===== config.mk =====
export PLATFORM = sky130hd
export DESIGN_NAME = mcu_interrupt_control
export DESIGN_NICKNAME = d
export VERILOG_FILES = /design/src/rtl/irq_ctrl_pkg.sv /design/src/rtl/mcu_interrupt_control.sv
export VERILOG_INCLUDE_DIRS = /design/src /design/src/rtl
export SDC_FILE = /design/constraint.sdc
export NUM_CORES = 1
export LEC_CHECK = 0
export ABC_AREA = 1
export BUFFER_PORTS_ARGS = -buffer_cell sky130_fd_sc_hd__buf_2
export CORE_MARGIN = 5
export CORE_UTILIZATION = 52
export DETAILED_ROUTE_END_ITERATION = 7
export PLACE_DENSITY = 0.89
export SYNTH_ARGS = -nofsm -noshare
export SYNTH_HDL_FRONTEND = slang
export SYNTH_SLANG_ARGS = --single-unit

===== constraint.sdc =====
create_clock -name aclk -period 2.58 [get_ports aclk]
set_input_delay 0.258 -clock aclk [delete_from_list [all_inputs] [get_ports aclk]]
set_output_delay 0.258 -clock aclk [all_outputs]
set_load 0.01 [all_outputs]

===== src/rtl/irq_ctrl_consts.svh =====
`ifndef IRQ_CTRL_CONSTS_SVH
`define IRQ_CTRL_CONSTS_SVH
// =====================================================================
// Register word indexes; the byte address is four times the index.
`define CORE_IRQ_CONTROL_IDX     8'h0b
`define PERIPH_REQ_FLAGS_A_IDX   8'h0c
`define PERIPH_REQ_FLAGS_B_IDX   8'h0d
`define PERIPH_ENABLE_A_IDX      8'h8c
`define PERIPH_ENABLE_B_IDX      8'h8d
// =====================================================================
// Core control register bit positions.
`define BIT_GLOBAL_EN    7
`define BIT_PERIPH_EN    6
`define BIT_T0_EN        5
`define BIT_EXT_EN       4
`define BIT_PB_EN        3
`define BIT_T0_FLAG      2
`define BIT_EXT_FLAG     1
`define BIT_PB_FLAG      0
// =====================================================================
// Peripheral register A bit positions (flags and enables share them).
`define BIT_ADC          6
`define BIT_RX           5
`define BIT_TX           4
`define BIT_CCP1         2
`define BIT_TMR2         1
`define BIT_T1_OVF       0
// Peripheral register B bit positions.
`define BIT_TOUCH        6
`define BIT_PA           5
`define BIT_NVM          4
`define BIT_CCP2         0
// =====================================================================
// Implemented bit masks and reset values.
`define MASK_A           8'h77
`define MASK_B           8'h71
`define RESET_REG        8'h00
`define RESP_OKAY        2'b00
`define RESP_SLVERR      2'b10
`define VECTOR_ADDR      13'h0004
`endif


===== src/rtl/irq_ctrl_pkg.sv =====
package irq_ctrl_pkg;
    // Event pulses from the peripherals, one cycle each.
    typedef struct packed {
        logic timer0_ovf;     // Timer 0 wrapped.
        logic ext_pin_edge;   // Selected edge seen on external pin.
        logic portb_change;   // Port B level change.
        logic converter_done; // Conversion finished.
        logic capcmp_one;     // First capture/compare event.
        logic timer2_match;   // Timer 2 hit its period.
        logic timer1_ovf;     // Timer 1 wrapped.
        logic touch_done;     // Touch scan finished.
        logic porta_change;   // Port A level change.
        logic prog_nvm_write; // Program memory write finished.
        logic capcmp_two;     // Second capture/compare event.
    } irq_events_t;

    // Bus answer state.
    typedef enum logic [1:0] {
        BUS_IDLE = 2'b00,
        BUS_RESP = 2'b01
    } bus_state_t;
endpackage


===== src/rtl/mcu_interrupt_control.sv =====
`timescale 1ns/1ns
`include "irq_ctrl_consts.svh"
module mcu_interrupt_control
    import irq_ctrl_pkg::*;
(
    input  wire logic        aclk,            // System clock, 10 MHz.
    input  wire logic        aresetn,         // Synchronous reset, active low.
    input  wire logic [31:0] s_axi_awaddr,    // Write address.
    input  wire logic        s_axi_awvalid,   // Write address valid.
    output logic             s_axi_awready,   // Write address ready.
    input  wire logic [31:0] s_axi_wdata,     // Write data.
    input  wire logic [3:0]  s_axi_wstrb,     // Write byte strobes.
    input  wire logic        s_axi_wvalid,    // Write data valid.
    output logic             s_axi_wready,    // Write data ready.
    output logic [1:0]       s_axi_bresp,     // Write response.
    output logic             s_axi_bvalid,    // Write response valid.
    input  wire logic        s_axi_bready,    // Write response ready.
    input  wire logic [31:0] s_axi_araddr,    // Read address.
    input  wire logic        s_axi_arvalid,   // Read address valid.
    output logic             s_axi_arready,   // Read address ready.
    output logic [31:0]      s_axi_rdata,     // Read data.
    output logic [1:0]       s_axi_rresp,     // Read response.
    output logic             s_axi_rvalid,    // Read response valid.
    input  wire logic        s_axi_rready,    // Read response ready.
    input  wire irq_events_t events,          // Peripheral event pulses.
    input  wire logic        rx_buffer_full,  // Receive buffer holds data.
    input  wire logic        tx_buffer_empty, // Transmit buffer is empty.
    input  wire logic        irq_accept,      // Core takes the request, pulse.
    input  wire logic        irq_return,      // Core executes return, pulse.
    output logic             irq_request,     // Request to the core.
    output logic             irq_in_service,  // A handler is running.
    output logic [12:0]      irq_vector       // Fixed vector address.
);

    // =====================================================================
    // State registers.
    logic [7:0]  ctrl_q, ctrl_d;       // Core control: enables and core flags.
    logic [7:0]  flags_a_q, flags_a_d; // Peripheral flags A, bits 5,4 stay zero.
    logic [7:0]  flags_b_q, flags_b_d; // Peripheral flags B.
    logic [7:0]  en_a_q, en_a_d;       // Peripheral enables A.
    logic [7:0]  en_b_q, en_b_d;       // Peripheral enables B.
    logic        serv_q, serv_d;       // Handler active.
    logic        req_q, req_d;         // Registered request output.
    bus_state_t  wst_q, wst_d;         // Write channel state.
    bus_state_t  rst_q, rst_d;         // Read channel state.
    logic [1:0]  bresp_q, bresp_d;     // Write response code.
    logic [31:0] rdata_q, rdata_d;     // Read data.
    logic [1:0]  rresp_q, rresp_d;     // Read response code.
    logic        aw_seen_q, aw_seen_d; // Write address captured.
    logic        w_seen_q, w_seen_d;   // Write data captured.
    logic [31:0] awaddr_q, awaddr_d;   // Captured write address.
    logic [31:0] wdata_q, wdata_d;     // Captured write data.
    logic        wstrb0_q, wstrb0_d;   // Captured low lane strobe.

    // Word index of a byte address; bits above bit 9 are unused.
    function automatic logic [7:0] word_idx(input logic [31:0] a);
        word_idx = a[9:2];
    endfunction

    // A mapped address has zero low bits, zero bits above bit 9 and a known index.
    function automatic logic mapped(input logic [31:0] a);
        logic [7:0] i;
        i = word_idx(a);
        mapped = (a[1:0] == 2'b00) && (a[31:10] == 22'h000000) &&
                 (i == `CORE_IRQ_CONTROL_IDX || i == `PERIPH_REQ_FLAGS_A_IDX ||
                  i == `PERIPH_REQ_FLAGS_B_IDX || i == `PERIPH_ENABLE_A_IDX ||
                  i == `PERIPH_ENABLE_B_IDX);
    endfunction

    // Live read-only bits of flags A come straight from the serial unit.
    logic [7:0] flags_a_view;
    logic       do_write;
    logic       rd_take;
    logic       core_pend;
    logic       peri_pend;

    // =====================================================================
    // Bus write side: address and data may come in either order.
    always_comb begin
        wst_d     = wst_q;
        aw_seen_d = aw_seen_q;
        w_seen_d  = w_seen_q;
        awaddr_d  = awaddr_q;
        wdata_d   = wdata_q;
        wstrb0_d  = wstrb0_q;
        bresp_d   = bresp_q;
        do_write  = 1'b0;
        case (wst_q)
            BUS_IDLE: begin
                if (s_axi_awvalid && !aw_seen_q) begin
                    aw_seen_d = 1'b1;
                    awaddr_d  = s_axi_awaddr;
                end
                if (s_axi_wvalid && !w_seen_q) begin
                    w_seen_d = 1'b1;
                    wdata_d  = s_axi_wdata;
                    wstrb0_d = s_axi_wstrb[0];
                end
                // Both halves held: commit and answer next cycle.
                if (aw_seen_q && w_seen_q) begin
                    do_write  = 1'b1;
                    bresp_d   = mapped(awaddr_q) ? `RESP_OKAY : `RESP_SLVERR;
                    aw_seen_d = 1'b0;
                    w_seen_d  = 1'b0;
                    wst_d     = BUS_RESP;
                end
            end
            BUS_RESP: begin
                if (s_axi_bready) begin
                    wst_d = BUS_IDLE;
                end
            end
            default: begin
                wst_d = BUS_IDLE;
            end
        endcase
    end

    // =====================================================================
    // Bus read side: one read at a time, data captured when taken.
    always_comb begin
        rst_d   = rst_q;
        rdata_d = rdata_q;
        rresp_d = rresp_q;
        rd_take = 1'b0;
        case (rst_q)
            BUS_IDLE: begin
                if (s_axi_arvalid) begin
                    rd_take = 1'b1;
                    rresp_d = mapped(s_axi_araddr) ? `RESP_OKAY : `RESP_SLVERR;
                    case (word_idx(s_axi_araddr))
                        `CORE_IRQ_CONTROL_IDX:   rdata_d = {24'h000000, ctrl_q};
                        `PERIPH_REQ_FLAGS_A_IDX: rdata_d = {24'h000000, flags_a_view};
                        `PERIPH_REQ_FLAGS_B_IDX: rdata_d = {24'h000000, flags_b_q};
                        `PERIPH_ENABLE_A_IDX:    rdata_d = {24'h000000, en_a_q};
                        `PERIPH_ENABLE_B_IDX:    rdata_d = {24'h000000, en_b_q};
                        default:                 rdata_d = 32'h00000000;
                    endcase
                    if (!mapped(s_axi_araddr)) begin
                        rdata_d = 32'h00000000;
                    end
                    rst_d = BUS_RESP;
                end
            end
            BUS_RESP: begin
                if (s_axi_rready) begin
                    rst_d = BUS_IDLE;
                end
            end
            default: begin
                rst_d = BUS_IDLE;
            end
        endcase
    end

    // Receive and transmit flags are views of buffer state, never stored.
    always_comb begin
        flags_a_view            = flags_a_q;
        flags_a_view[`BIT_RX]   = rx_buffer_full;
        flags_a_view[`BIT_TX]   = tx_buffer_empty;
    end

    // =====================================================================
    // Flags and enables. Software writes first, then hardware sets on top,
    // so an event landing with a clearing write is never lost.
    always_comb begin
        logic wr_ok;
        logic [7:0] widx;
        wr_ok     = do_write && wstrb0_q && mapped(awaddr_q);
        widx      = word_idx(awaddr_q);
        ctrl_d    = ctrl_q;
        flags_a_d = flags_a_q;
        flags_b_d = flags_b_q;
        en_a_d    = en_a_q;
        en_b_d    = en_b_q;
        serv_d    = serv_q;
        if (wr_ok) begin
            case (widx)
                `CORE_IRQ_CONTROL_IDX:   ctrl_d    = wdata_q[7:0];
                // Receive and transmit bits are read-only and are not kept.
                `PERIPH_REQ_FLAGS_A_IDX: flags_a_d = wdata_q[7:0] & `MASK_A & 8'hcf;
                `PERIPH_REQ_FLAGS_B_IDX: flags_b_d = wdata_q[7:0] & `MASK_B;
                `PERIPH_ENABLE_A_IDX:    en_a_d    = wdata_q[7:0] & `MASK_A;
                `PERIPH_ENABLE_B_IDX:    en_b_d    = wdata_q[7:0] & `MASK_B;
                default:                 ctrl_d    = ctrl_q;
            endcase
        end
        // Return reopens the gate; acceptance closes it and enters service.
        if (irq_return) begin
            ctrl_d[`BIT_GLOBAL_EN] = 1'b1;
            serv_d                 = 1'b0;
        end
        if (irq_accept && req_q) begin
            ctrl_d[`BIT_GLOBAL_EN] = 1'b0;
            serv_d                 = 1'b1;
        end
        // Sticky event capture, independent of every enable.
        if (events.timer0_ovf)     ctrl_d[`BIT_T0_FLAG]     = 1'b1;
        if (events.ext_pin_edge)   ctrl_d[`BIT_EXT_FLAG]    = 1'b1;
        if (events.portb_change)   ctrl_d[`BIT_PB_FLAG]     = 1'b1;
        if (events.converter_done) flags_a_d[`BIT_ADC]      = 1'b1;
        if (events.capcmp_one)     flags_a_d[`BIT_CCP1]     = 1'b1;
        if (events.timer2_match)   flags_a_d[`BIT_TMR2]     = 1'b1;
        if (events.timer1_ovf)     flags_a_d[`BIT_T1_OVF]   = 1'b1;
        if (events.touch_done)     flags_b_d[`BIT_TOUCH]    = 1'b1;
        if (events.porta_change)   flags_b_d[`BIT_PA]       = 1'b1;
        if (events.prog_nvm_write) flags_b_d[`BIT_NVM]      = 1'b1;
        if (events.capcmp_two)     flags_b_d[`BIT_CCP2]     = 1'b1;
    end

    // =====================================================================
    // Request: one shared line, equal priority, software polls the flags.
    always_comb begin
        core_pend = (ctrl_q[`BIT_T0_EN]  & ctrl_q[`BIT_T0_FLAG]) |
                    (ctrl_q[`BIT_EXT_EN] & ctrl_q[`BIT_EXT_FLAG]) |
                    (ctrl_q[`BIT_PB_EN]  & ctrl_q[`BIT_PB_FLAG]);
        peri_pend = ctrl_q[`BIT_PERIPH_EN] &
                    (|(flags_a_view & en_a_q) | |(flags_b_q & en_b_q));
        // Handler state also holds off a request until return.
        req_d = ctrl_d[`BIT_GLOBAL_EN] & (core_pend | peri_pend) &
                ~serv_d & ~(irq_accept && req_q);
    end

    // =====================================================================
    // Register everything; one flop stage per output.
    always_ff @(posedge aclk) begin
        if (!aresetn) begin
            ctrl_q    <= `RESET_REG;
            flags_a_q <= `RESET_REG;
            flags_b_q <= `RESET_REG;
            en_a_q    <= `RESET_REG;
            en_b_q    <= `RESET_REG;
            serv_q    <= 1'b0;
            req_q     <= 1'b0;
            wst_q     <= BUS_IDLE;
            rst_q     <= BUS_IDLE;
            bresp_q   <= `RESP_OKAY;
            rdata_q   <= 32'h00000000;
            rresp_q   <= `RESP_OKAY;
            aw_seen_q <= 1'b0;
            w_seen_q  <= 1'b0;
            awaddr_q  <= 32'h00000000;
            wdata_q   <= 32'h00000000;
            wstrb0_q  <= 1'b0;
        end else begin
            ctrl_q    <= ctrl_d;
            flags_a_q <= flags_a_d;
            flags_b_q <= flags_b_d;
            en_a_q    <= en_a_d;
            en_b_q    <= en_b_d;
            serv_q    <= serv_d;
            req_q     <= req_d;
            wst_q     <= wst_d;
            rst_q     <= rst_d;
            bresp_q   <= bresp_d;
            rdata_q   <= rdata_d;
            rresp_q   <= rresp_d;
            aw_seen_q <= aw_seen_d;
            w_seen_q  <= w_seen_d;
            awaddr_q  <= awaddr_d;
            wdata_q   <= wdata_d;
            wstrb0_q  <= wstrb0_d;
        end
    end

    // Ready is high while the channel has room; these are decoded from flops only, with no path from the inputs.
    assign s_axi_awready  = ~aw_seen_q & (wst_q == BUS_IDLE);
    assign s_axi_wready   = ~w_seen_q & (wst_q == BUS_IDLE);
    assign s_axi_bvalid   = (wst_q == BUS_RESP);
    assign s_axi_bresp    = bresp_q;
    assign s_axi_arready  = (rst_q == BUS_IDLE);
    assign s_axi_rvalid   = (rst_q == BUS_RESP);
    assign s_axi_rdata    = rdata_q;
    assign s_axi_rresp    = rresp_q;
    assign irq_request    = req_q;
    assign irq_in_service = serv_q;
    // The core jumps here; no context is saved by this block.
    assign irq_vector     = `VECTOR_ADDR;

    // =====================================================================
    // Checks.
    property p_flag_set;
        @(posedge aclk) disable iff (!aresetn)
        events.timer1_ovf |=> flags_a_q[`BIT_T1_OVF];
    endproperty
    a_flag_set: assert property (p_flag_set) else $error("timer1 flag not set");

    property p_global_block;
        @(posedge aclk) disable iff (!aresetn)
        !ctrl_q[`BIT_GLOBAL_EN] |-> !irq_request;
    endproperty
    a_global_block: assert property (p_global_block) else $error("request without global enable");

    property p_accept_clears;
        @(posedge aclk) disable iff (!aresetn)
        (irq_accept && req_q && !irq_return) |=> !ctrl_q[`BIT_GLOBAL_EN] && irq_in_service;
    endproperty
    a_accept_clears: assert property (p_accept_clears) else $error("accept did not close gate");

    property p_return_sets;
        @(posedge aclk) disable iff (!aresetn)
        (irq_return && !irq_accept) |=> ctrl_q[`BIT_GLOBAL_EN] && !irq_in_service;
    endproperty
    a_return_sets: assert property (p_return_sets) else $error("return did not reopen");

    property p_no_nest;
        @(posedge aclk) disable iff (!aresetn)
        irq_in_service |-> !irq_request;
    endproperty
    a_no_nest: assert property (p_no_nest) else $error("request during service");

    property p_t0_req;
        @(posedge aclk) disable iff (!aresetn)
        (ctrl_q[`BIT_GLOBAL_EN] && ctrl_q[`BIT_T0_EN] && ctrl_q[`BIT_T0_FLAG] && !serv_q &&
         !irq_accept && !irq_return && ctrl_d[`BIT_GLOBAL_EN]) |=> irq_request;
    endproperty
    a_t0_req: assert property (p_t0_req) else $error("timer0 request missing");

    property p_periph_gate;
        @(posedge aclk) disable iff (!aresetn)
        (!ctrl_q[`BIT_PERIPH_EN] && core_pend == 1'b0) |-> !peri_pend;
    endproperty
    a_periph_gate: assert property (p_periph_gate) else $error("peripheral not gated");

    property p_rx_view;
        @(posedge aclk) disable iff (!aresetn)
        (rd_take && word_idx(s_axi_araddr) == `PERIPH_REQ_FLAGS_A_IDX && s_axi_araddr[1:0] == 2'b00 &&
         s_axi_araddr[31:10] == 22'h000000) |=> s_axi_rdata[`BIT_RX] == $past(rx_buffer_full);
    endproperty
    a_rx_view: assert property (p_rx_view) else $error("receive flag view wrong");

    property p_vector;
        @(posedge aclk) disable iff (!aresetn)
        irq_request |-> irq_vector == `VECTOR_ADDR;
    endproperty
    a_vector: assert property (p_vector) else $error("vector address wrong");

endmodule


# ---- Yosys cells after proc, flatten, opt, wreduce, memory -nomap -nowiden
# Cells that the tools add are included.
dict set report op_classes {
  n_eq_ne 16
  muxes 37
  bitwise_logic 19
  reduce_logical 74
}
# op count
set ops {}
lappend ops {{$eq 8x4->1 const B} 6}
lappend ops {{$reduce_bool 2->1} 24}
lappend ops {{$logic_not 22->1} 2}
lappend ops {{$reduce_and 2->1} 22}
lappend ops {{$pmux 8 s5} 1}
lappend ops {{$eq 8x8->1 const B} 4}
lappend ops {{$mux 32} 1}
lappend ops {{$mux 7} 4}
lappend ops {{$mux 1} 21}
lappend ops {{$mux 8} 2}
lappend ops {{$reduce_or 8->1} 2}
lappend ops {{$and 7x7->7} 2}
lappend ops {{$mux 2} 6}
lappend ops {{$logic_and 1x1->1} 10}
lappend ops {{$and 1x1->1} 9}
lappend ops {{$logic_not 2->1} 4}
lappend ops {{$logic_or 1x1->1} 8}
lappend ops {{$pmux 2 s2} 2}
lappend ops {{$eq 2x1->1 const B} 2}
lappend ops {{$ne 2x1->1 const B} 2}
lappend ops {{$ne 2x2->1 const B} 2}
lappend ops {{$not 1->1} 4}
lappend ops {{$or 1x1->1} 4}
lappend ops {{$logic_not 1->1} 2}
dict set report word_totals {
  reg_bits 111
  input_bits 122
  out_inout_bits 56
  elab_cells 173
}

# ---- Logic depth before layout (Yosys ltp)
# Gate-level depths: netlist (run 1).
dict set report depth {
  depth_word 13
  ltp_mapped 12
  depth_no_buf 12
}

# ---- Worst setup path after synthesis (run 1)
# No wires, ideal clock.
dict set report synth_path {
  path_type {reg-to-reg}
  startpoint {register awaddr_q[4]}
  endpoint {register ctrl_q[0]}
  setup_ns 0.109
  t_arrival_ns 1.329
  t_required_ns 2.471
  slack_ns 1.142
  path_stages_with_launch 13
  path_buffers 1
  period_less_slack_ns 1.438
  path_cell_list {dfxtp_1 nand2_1 inv_2 nand2_2 nor2_2 nor2_1 nand3_2 nand4_1 buf_2 nand2_1 nand3_1 nand2_1 inv_1}
}
dict set report synth_via {
  elab_chain_cells 9
  elab_cells_between_ends 14
  cone_classes {eq/ne: 5; reduce/logical: 9}
}
# item line
set synth_rtl {}
lappend synth_rtl {{start, declared} mcu_interrupt_control.sv:51} ;# logic [31:0] awaddr_q, awaddr_d;
lappend synth_rtl {{start signal, assigned} mcu_interrupt_control.sv:260} ;# awaddr_q <= awaddr_d;
lappend synth_rtl {{$eq 8x4->1, on equally long branches} n/a}
lappend synth_rtl {{$logic_or 1x1->1 (no line) (4 in a row)} n/a}
lappend synth_rtl {{$logic_and 1x1->1} mcu_interrupt_control.sv:64} ;# mapped = (a[1:0] == 2'b00) && (a[31:10] == 22'h000000) &&
lappend synth_rtl {{$logic_and 1x1->1} mcu_interrupt_control.sv:169} ;# wr_ok = do_write && wstrb0_q && mapped(awaddr_q);
lappend synth_rtl {{$reduce_bool 2->1 (no line)} n/a}
lappend synth_rtl {{$reduce_and 2->1 (no line) *} n/a}
lappend synth_rtl {{end signal, assigned} mcu_interrupt_control.sv:228} ;# ctrl_q <= `RESET_REG;
lappend synth_rtl {{end signal, assigned} mcu_interrupt_control.sv:246} ;# ctrl_q <= ctrl_d;
lappend synth_rtl {{end, declared} mcu_interrupt_control.sv:37} ;# logic [7:0] ctrl_q, ctrl_d;
# Mark *: on every way between the ends. The rest lies on a longest branch, timed or not.
# A chain may end at the register's enable or synchronous reset.

# ---- Worst setup path after layout (run 1)
dict set report layout_path {
  startpoint {register awaddr_q[9]}
  endpoint {register ctrl_q[6]}
}
dict set report layout_via {
  elab_chain_cells 8
  elab_cells_between_ends 12
  cone_classes {eq/ne: 5; reduce/logical: 7}
}
# item line
set layout_rtl {}
lappend layout_rtl {{$eq 8x4->1, on equally long branches} n/a}
lappend layout_rtl {{$logic_or 1x1->1 (no line) (4 in a row)} n/a}
lappend layout_rtl {{$logic_and 1x1->1} mcu_interrupt_control.sv:64}
lappend layout_rtl {{$logic_and 1x1->1} mcu_interrupt_control.sv:169}
lappend layout_rtl {{$reduce_and 2->1 (no line) *} n/a}
# Marks and branches as above.

==> results.toml, run 1 <==
[critical_path]
cp_max_fo = 11
crit_path_frequent_cell = "nor2_1"
critPathRequiredTime_ns = 2.81
cp_cell_sequence = "nor2_2 -> nand2_4 -> nor2_1 -> nor2_1 -> nand3_2 -> nand4_1 -> o21ai_0 -> a21oi_1"
cp-end-kind = "flop"
critPathSlowestCell = "nand4_1"
arrival_ns = 2.20
start_kind = "flop"
critPathMaxStageDelay_ns = 0.39
r2r_slack_ns = 0.61
crit_type = "flop to flop"

[die]
die_y_um = 101
die-area_um2 = 10200
start_util_pct = 53.1
placementRows = 33
die_w_um = 101
io_pins = 178
placeableCoreArea_um2 = 8130

[synth]
netlist_area_um2 = 4320
ys_seq_area_share_pct = 38.5
yosys_register_bits = 83
synth_area_per_cell_um2 = 6.80
syn_inst = 635
synth.distinct_cells = 35
yosys_warnings = 0

[run_status]
status = "finished, final reports clean"

[sta]
tns_ns = 0
clock.fmax_mhz = 507
worstMarginPinSlew_ns = 0.642
hold_violations = 0
final_max_slew_viol_count = 0
fin_crit_sh_pct = 76.4
max-slew-margin-rel_pct = 56.8
fin_skew_ns = 0.0126
setup_viol = 0
fin_crit_ns = 1.97
rsz0062_at_grt = "no"

[clock_network]
root_buffer = "clkbuf_8"
cts_sinks = 83
postCtsSetupBuffers = 0
ctsResizeCount = 0
htree_levels = 3
cts_buffer_depth = 2
cts_made_buffers = 9
clkLatencyLatePin_ns = 0.36
hold_buffers = 0
clkTransAtPathRegs_ns = 0.08
cts_tree = "yes"

[routing]
detail-route-antenna-nets = 0
wl_per_cell_um = 12.6
drt_iter0_markers = 201
drt-pass1-iter-count = 5
vias_per_cell = 4.98
drc = 0
drt-total-wl_um = 10700
vias = 4236

[finish]
diodes = 0
drive_gt1_share_pct = 22.6
fillCellCount = 755
fin_area_um2 = 4980
syn_to_final_growth_pct = 15.3
fin_nets = 863

[global_route]
grt_antenna_before_repair = 0
grt_pass1_wl_um = 17200
grt_overflow_total = 0
grt_pass1_vias = 4031
grt_usage_pct = 20.9
grt_max_degree = 58

[placement]
hpwlAfterDp_um = 8300
gp_congestion = 0.848
port_buffers = 111
post_dp_cell_area_um2 = 4800

[hold_path]
min_path_type = "input port to flop"

[power]
peakVddDrop_uv = 381
power.leakage_nw = 2.41
powerDensity_nw_per_um2 = 537

[run]
maxCapViolCount = 0
## Yosys cell counts (all sizes together)
cell type,number,area [um^2]
buf,44,319
clkbuf,12,45.0
nor2,115,505
o21ai,60,300
or2,3,18.8
conb,2,7.51
o21a,1,7.51
dfxtp,83,1660
nor4,5,31.3
a22o,2,17.5
nand3,28,170
nand3b,1,20.0
nand2,131,502
clkinv,2,12.5
nand4,16,106
a21oi,50,277
nor3,3,20.0
inv,76,288
o2111ai,1,8.76
## where the power goes
group	leakage, nW	switching (W)	internal (W)
clock network	0.0912	0.000459	0.000395
logic	1.64	0.000251	0.000151
registers	0.683	0.0000565	0.00136
## layout make-up
type                       count  area, um^2  share of cell area [%]
clock inverter                 4        26.3                   0.528
clock buffer                  11         151                    3.04
sequential                    83        1660                    33.4
multi-input combinational    455        2130                    42.8
tap                          105         131                    2.64
inverter                      78         300                    6.03
timing repair buffer         114         578                    11.6
## worst paths after layout
kind / startpoint / end / cells past startpoint
worst min register to register: awaddr_q[11] / awaddr_q[11] / 2
worst max-delay path: awaddr_q[9] / ctrl_q[6] / 8
worst min-delay path: s_axi_awaddr[10] / awaddr_q[10] / 3
worst max register to register: awaddr_q[9] / ctrl_q[6] / 8
## cells in the final DEF (no fill, tap or decap), types with 2 or more instances in the layout
cell      synthesis  final
nand2_1         129    129
nor2_4            6      6
clkbuf_8          0     11
nor2_2            5      5
clkinv_2          0      2
buf_4            40      3
a22o_1            2      2
dfxtp_1          83     83
buf_2             3    111
nand3_4           2      2
nor4_1            5      5
o21ai_0          58     58
nand4_1          15     15
conb_1            2     39
o21ai_1           2      2
inv_2             7      7
inv_1            68     68
nand3_1          25     25
nor2_1          103    103
a21oi_2           7      7
clkinv_4          1      2
nor3_1            2      2
a21oi_1          43     43
or2_2             3      3
## sequential cells by signal, summed over array words and instances (netlist names), 4 cells and up
register	flops
awaddr_q	32
ctrl_q	8
s_axi_rdata	8
wdata_q	8
en_a_q	6
en_b_q	4
flags_a_q	4
flags_b_q	4
## critical path, delay by kind of cell (launching register included)
kind / cells / cell delay [ns]
compound gates: 2 / 0.45
flops: 1 / 0.35
simple gates: 6 / 1.04
## logic make-up after synthesis
kind of cell,Yosys count,synth area share (%)
DFF,83,38.5
buffers and inverters,134,15.4
AOI/OAI and AO/OA,114,14.1
other,2,0.174
and+or+nand+nor,302,31.8
## metal layers
layer	global-route usage [%]	vias to the layer above	routed length [um]
met1	22.8	1887	4160
met3	5.74	31	964
li1	-	2146	-
met2	37.9	172	5370
met4	8.69	0	249
met5	0	-	0
## per-stage QoR
stage               total power [W]  std cells  utilization, %  setup slack (ns)  hold slack, ns
floorplan                   0.00174        672               -              1.14           0.407
detailed placement          0.00184        835            59.0             0.726           0.446
CTS                         0.00268        850            61.2             0.628           0.134
global placement            0.00182        835            59.0             0.825           0.439
global route                0.00281        850            61.2             0.460           0.148
finish                      0.00267        850            61.2             0.608           0.145
No activity file was read; power rests on OpenSTA's default activity.
==> inputs of run 2 (changes only) <==
--- a/config.mk
+++ b/config.mk
@@ -9,9 +9,9 @@
 export ABC_AREA = 1
 export BUFFER_PORTS_ARGS = -buffer_cell sky130_fd_sc_hd__buf_2
 export CORE_MARGIN = 5
-export CORE_UTILIZATION = 52
+export CORE_UTILIZATION = 44
 export DETAILED_ROUTE_END_ITERATION = 7
-export PLACE_DENSITY = 0.89
+export PLACE_DENSITY = 0.81
 export SYNTH_ARGS = -nofsm -noshare
 export SYNTH_HDL_FRONTEND = slang
 export SYNTH_SLANG_ARGS = --single-unit
==> constraint.sdc (replaced) <==
create_clock -name aclk -period 1.8 [get_ports aclk]
set_input_delay 0.18 -clock aclk [delete_from_list [all_inputs] [get_ports aclk]]
set_output_delay 0.18 -clock aclk [all_outputs]
set_load 0.01 [all_outputs]
==> run 2 against run 1 <==
Via count shrank 2.8%. Register-to-register slack lost 0.44 ns. Largest power group unchanged. Worst hold slack lost 0.081 ns. Critical endpoint is now en_a_q[6]. First-iteration DRC count grew 0.50%. Maximum frequency grew 21%. Flip-flop and latch count is the same. Non-clock buffer count grew 10. Critical path depth grew 3. Critical path type unchanged.
==> results.toml, run 2 (synthesis gave the netlist of run 1 again) <==
[run_status]
status = "finished, final reports clean"

[clock_network]
cts_sinks = 83
root_buffer = "clkbuf_8"
cts_made_buffers = 9
htree_levels = 3
clkLatencyLatePin_ns = 0.36
cts_tree = "yes"
hold_buffers = 0
clkTransAtPathRegs_ns = 0.09
cts_buffer_depth = 2

[sta]
hold_violations = 0
clock.fmax_mhz = 612
tns_ns = 0
fin_crit_ns = 1.64
hold_slack_ns = 0.0638
rsz0062_at_grt = "no"
setup_viol = 0
fin_skew_ns = 0.00979
final_max_slew_viol_count = 0
fin_crit_sh_pct = 90.8

[routing]
drt-total-wl_um = 9970
drc = 0
detail-route-antenna-nets = 0
vias = 4119
vias_per_cell = 4.63
drt_iter0_markers = 202
drt-pass1-iter-count = 4
wl_per_cell_um = 11.2

[critical_path]
crit_path_frequent_cell = "nand2_1"
critPathRequiredTime_ns = 2.09
critPathMaxStageDelay_ns = 0.32
cp_cell_sequence = "nor2_1 -> nand2_1 -> nor2_1 -> nand2_1 -> nor2_4 -> inv_4 -> nor2_8 -> nand3_4 -> clkinv_4 -> nand2_1 -> a21oi_2"
cp_max_fo = 9
start_kind = "flop"
arrival_ns = 1.92
crit_type = "flop to flop"
critPathSlowestCell = "dfxtp_1"
cp_num_buf_inv = 2
crit_family = "simple AND/OR/NAND/NOR gates"
cp-end-kind = "flop"

[global_route]
grt_pass1_wl_um = 15700
grt_antenna_before_repair = 1
grt_overflow_total = 0
grt_usage_pct = 16.5
grt_pass1_vias = 3544
grt_max_degree = 58

[die]
placeableCoreArea_um2 = 9680
io_pins = 178
die_w_um = 109
placementRows = 36
start_util_pct = 44.6
die_y_um = 109
die-area_um2 = 11900

[finish]
largest_reg_flops = 32
finalNonFillerCells = 889
layout_commonest_cell = "nand2_1"
largest_register = "awaddr_q"
final_cell_mix = "nand2_1, buf_2, nor2_1, dfxtp_1, inv_1"
fin_nets = 873
fin_area_um2 = 5140
diodes = 0
syn_to_final_growth_pct = 19.1
drive_gt1_share_pct = 24.1

[power]
seq_power_share_pct = 50.7
clkPwrFrac_pct = 34.8
pwr-share-comb_pct = 14.4
p_sw_share_pct = 28.8
powerDensity_nw_per_um2 = 777
power_w = 0.00400
p_sw_w = 0.00115
peakVddDrop_uv = 458
power.leakage_nw = 2.48
power.internal_w = 0.00285

[placement]
gp_congestion = 0.829
dpl.cell_count = 870
post_dp_cell_area_um2 = 4900
hpwlAfterDp_um = 7990
port_buffers = 111

[run]
maxCapViolCount = 0

[hold_path]
min_path_type = "input port to flop"
==> run 2: final timing paths <==
| path | cells past startpoint | slack [ns] | startpoint | endpoint |
|---|---|---|---|---|
| worst max-delay path | 11 | 0.16 | awaddr_q[15] | en_a_q[6] |
| worst min-delay path | 3 | 0.06 | s_axi_awaddr[13] | awaddr_q[13] |
| worst max register to register | 11 | 0.16 | awaddr_q[15] | en_a_q[6] |
| worst min register to register | 2 | 0.45 | awaddr_q[22] | awaddr_q[22] |
==> run 2: final cells by class <==
class / instances / area (um^2)
fill: 981 / 4540
multi-input combinational: 455 / 2140
sequential: 83 / 1660
timing repair buffer: 124 / 666
inverter: 78 / 300
tap: 133 / 166
clock buffer: 9 / 124
clock inverter: 7 / 83.8
==> run 2: power groups by stage <==
stage | Sequential (W) | Combinational (W) | Clock, W
3_3_place_gp | 0.00206 | 0.000566 | 0
6_report | 0.00203 | 0.000577 | 0.00139
2_1_floorplan | 0.00205 | 0.000443 | 0
5_1_grt | 0.00204 | 0.000667 | 0.00149
4_1_cts | 0.00203 | 0.000579 | 0.00142
3_5_place_dp | 0.00207 | 0.000576 | 0
==> run 2: worst min-delay path: stages <==
cell and delay, ns:
buf_2 0.07, o21ai_0 0.07, nor2_1 0.07
==> run 2: timing repair <==
| action | 4_1_cts | 5_1_grt |
|---|---|---|
| buffers inserted | 0 | 3 |
| endpoints found under the setup margin | 0 | 5 |
| gates resized for setup | 0 | 4 |
==> run 2: per-layer routing <==
layer / track usage (%) / share of wire, % / wire length (um)
met1: 20.1 / 42 / 4160
met5: 0 / 0.13 / 13
met4: 4.42 / 1.1 / 111
met2: 28.0 / 49 / 4870
met3: 5.03 / 8.2 / 817
==> run 2: through the flow <==
step | setup slack, ns | utilization (%)
2_1_floorplan | 0.362 | -
3_3_place_gp | 0.185 | 50.6
3_5_place_dp | 0.153 | 50.6
4_1_cts | 0.127 | 52.8
5_1_grt | 0.00165 | 53.1
6_report | 0.165 | 53.1
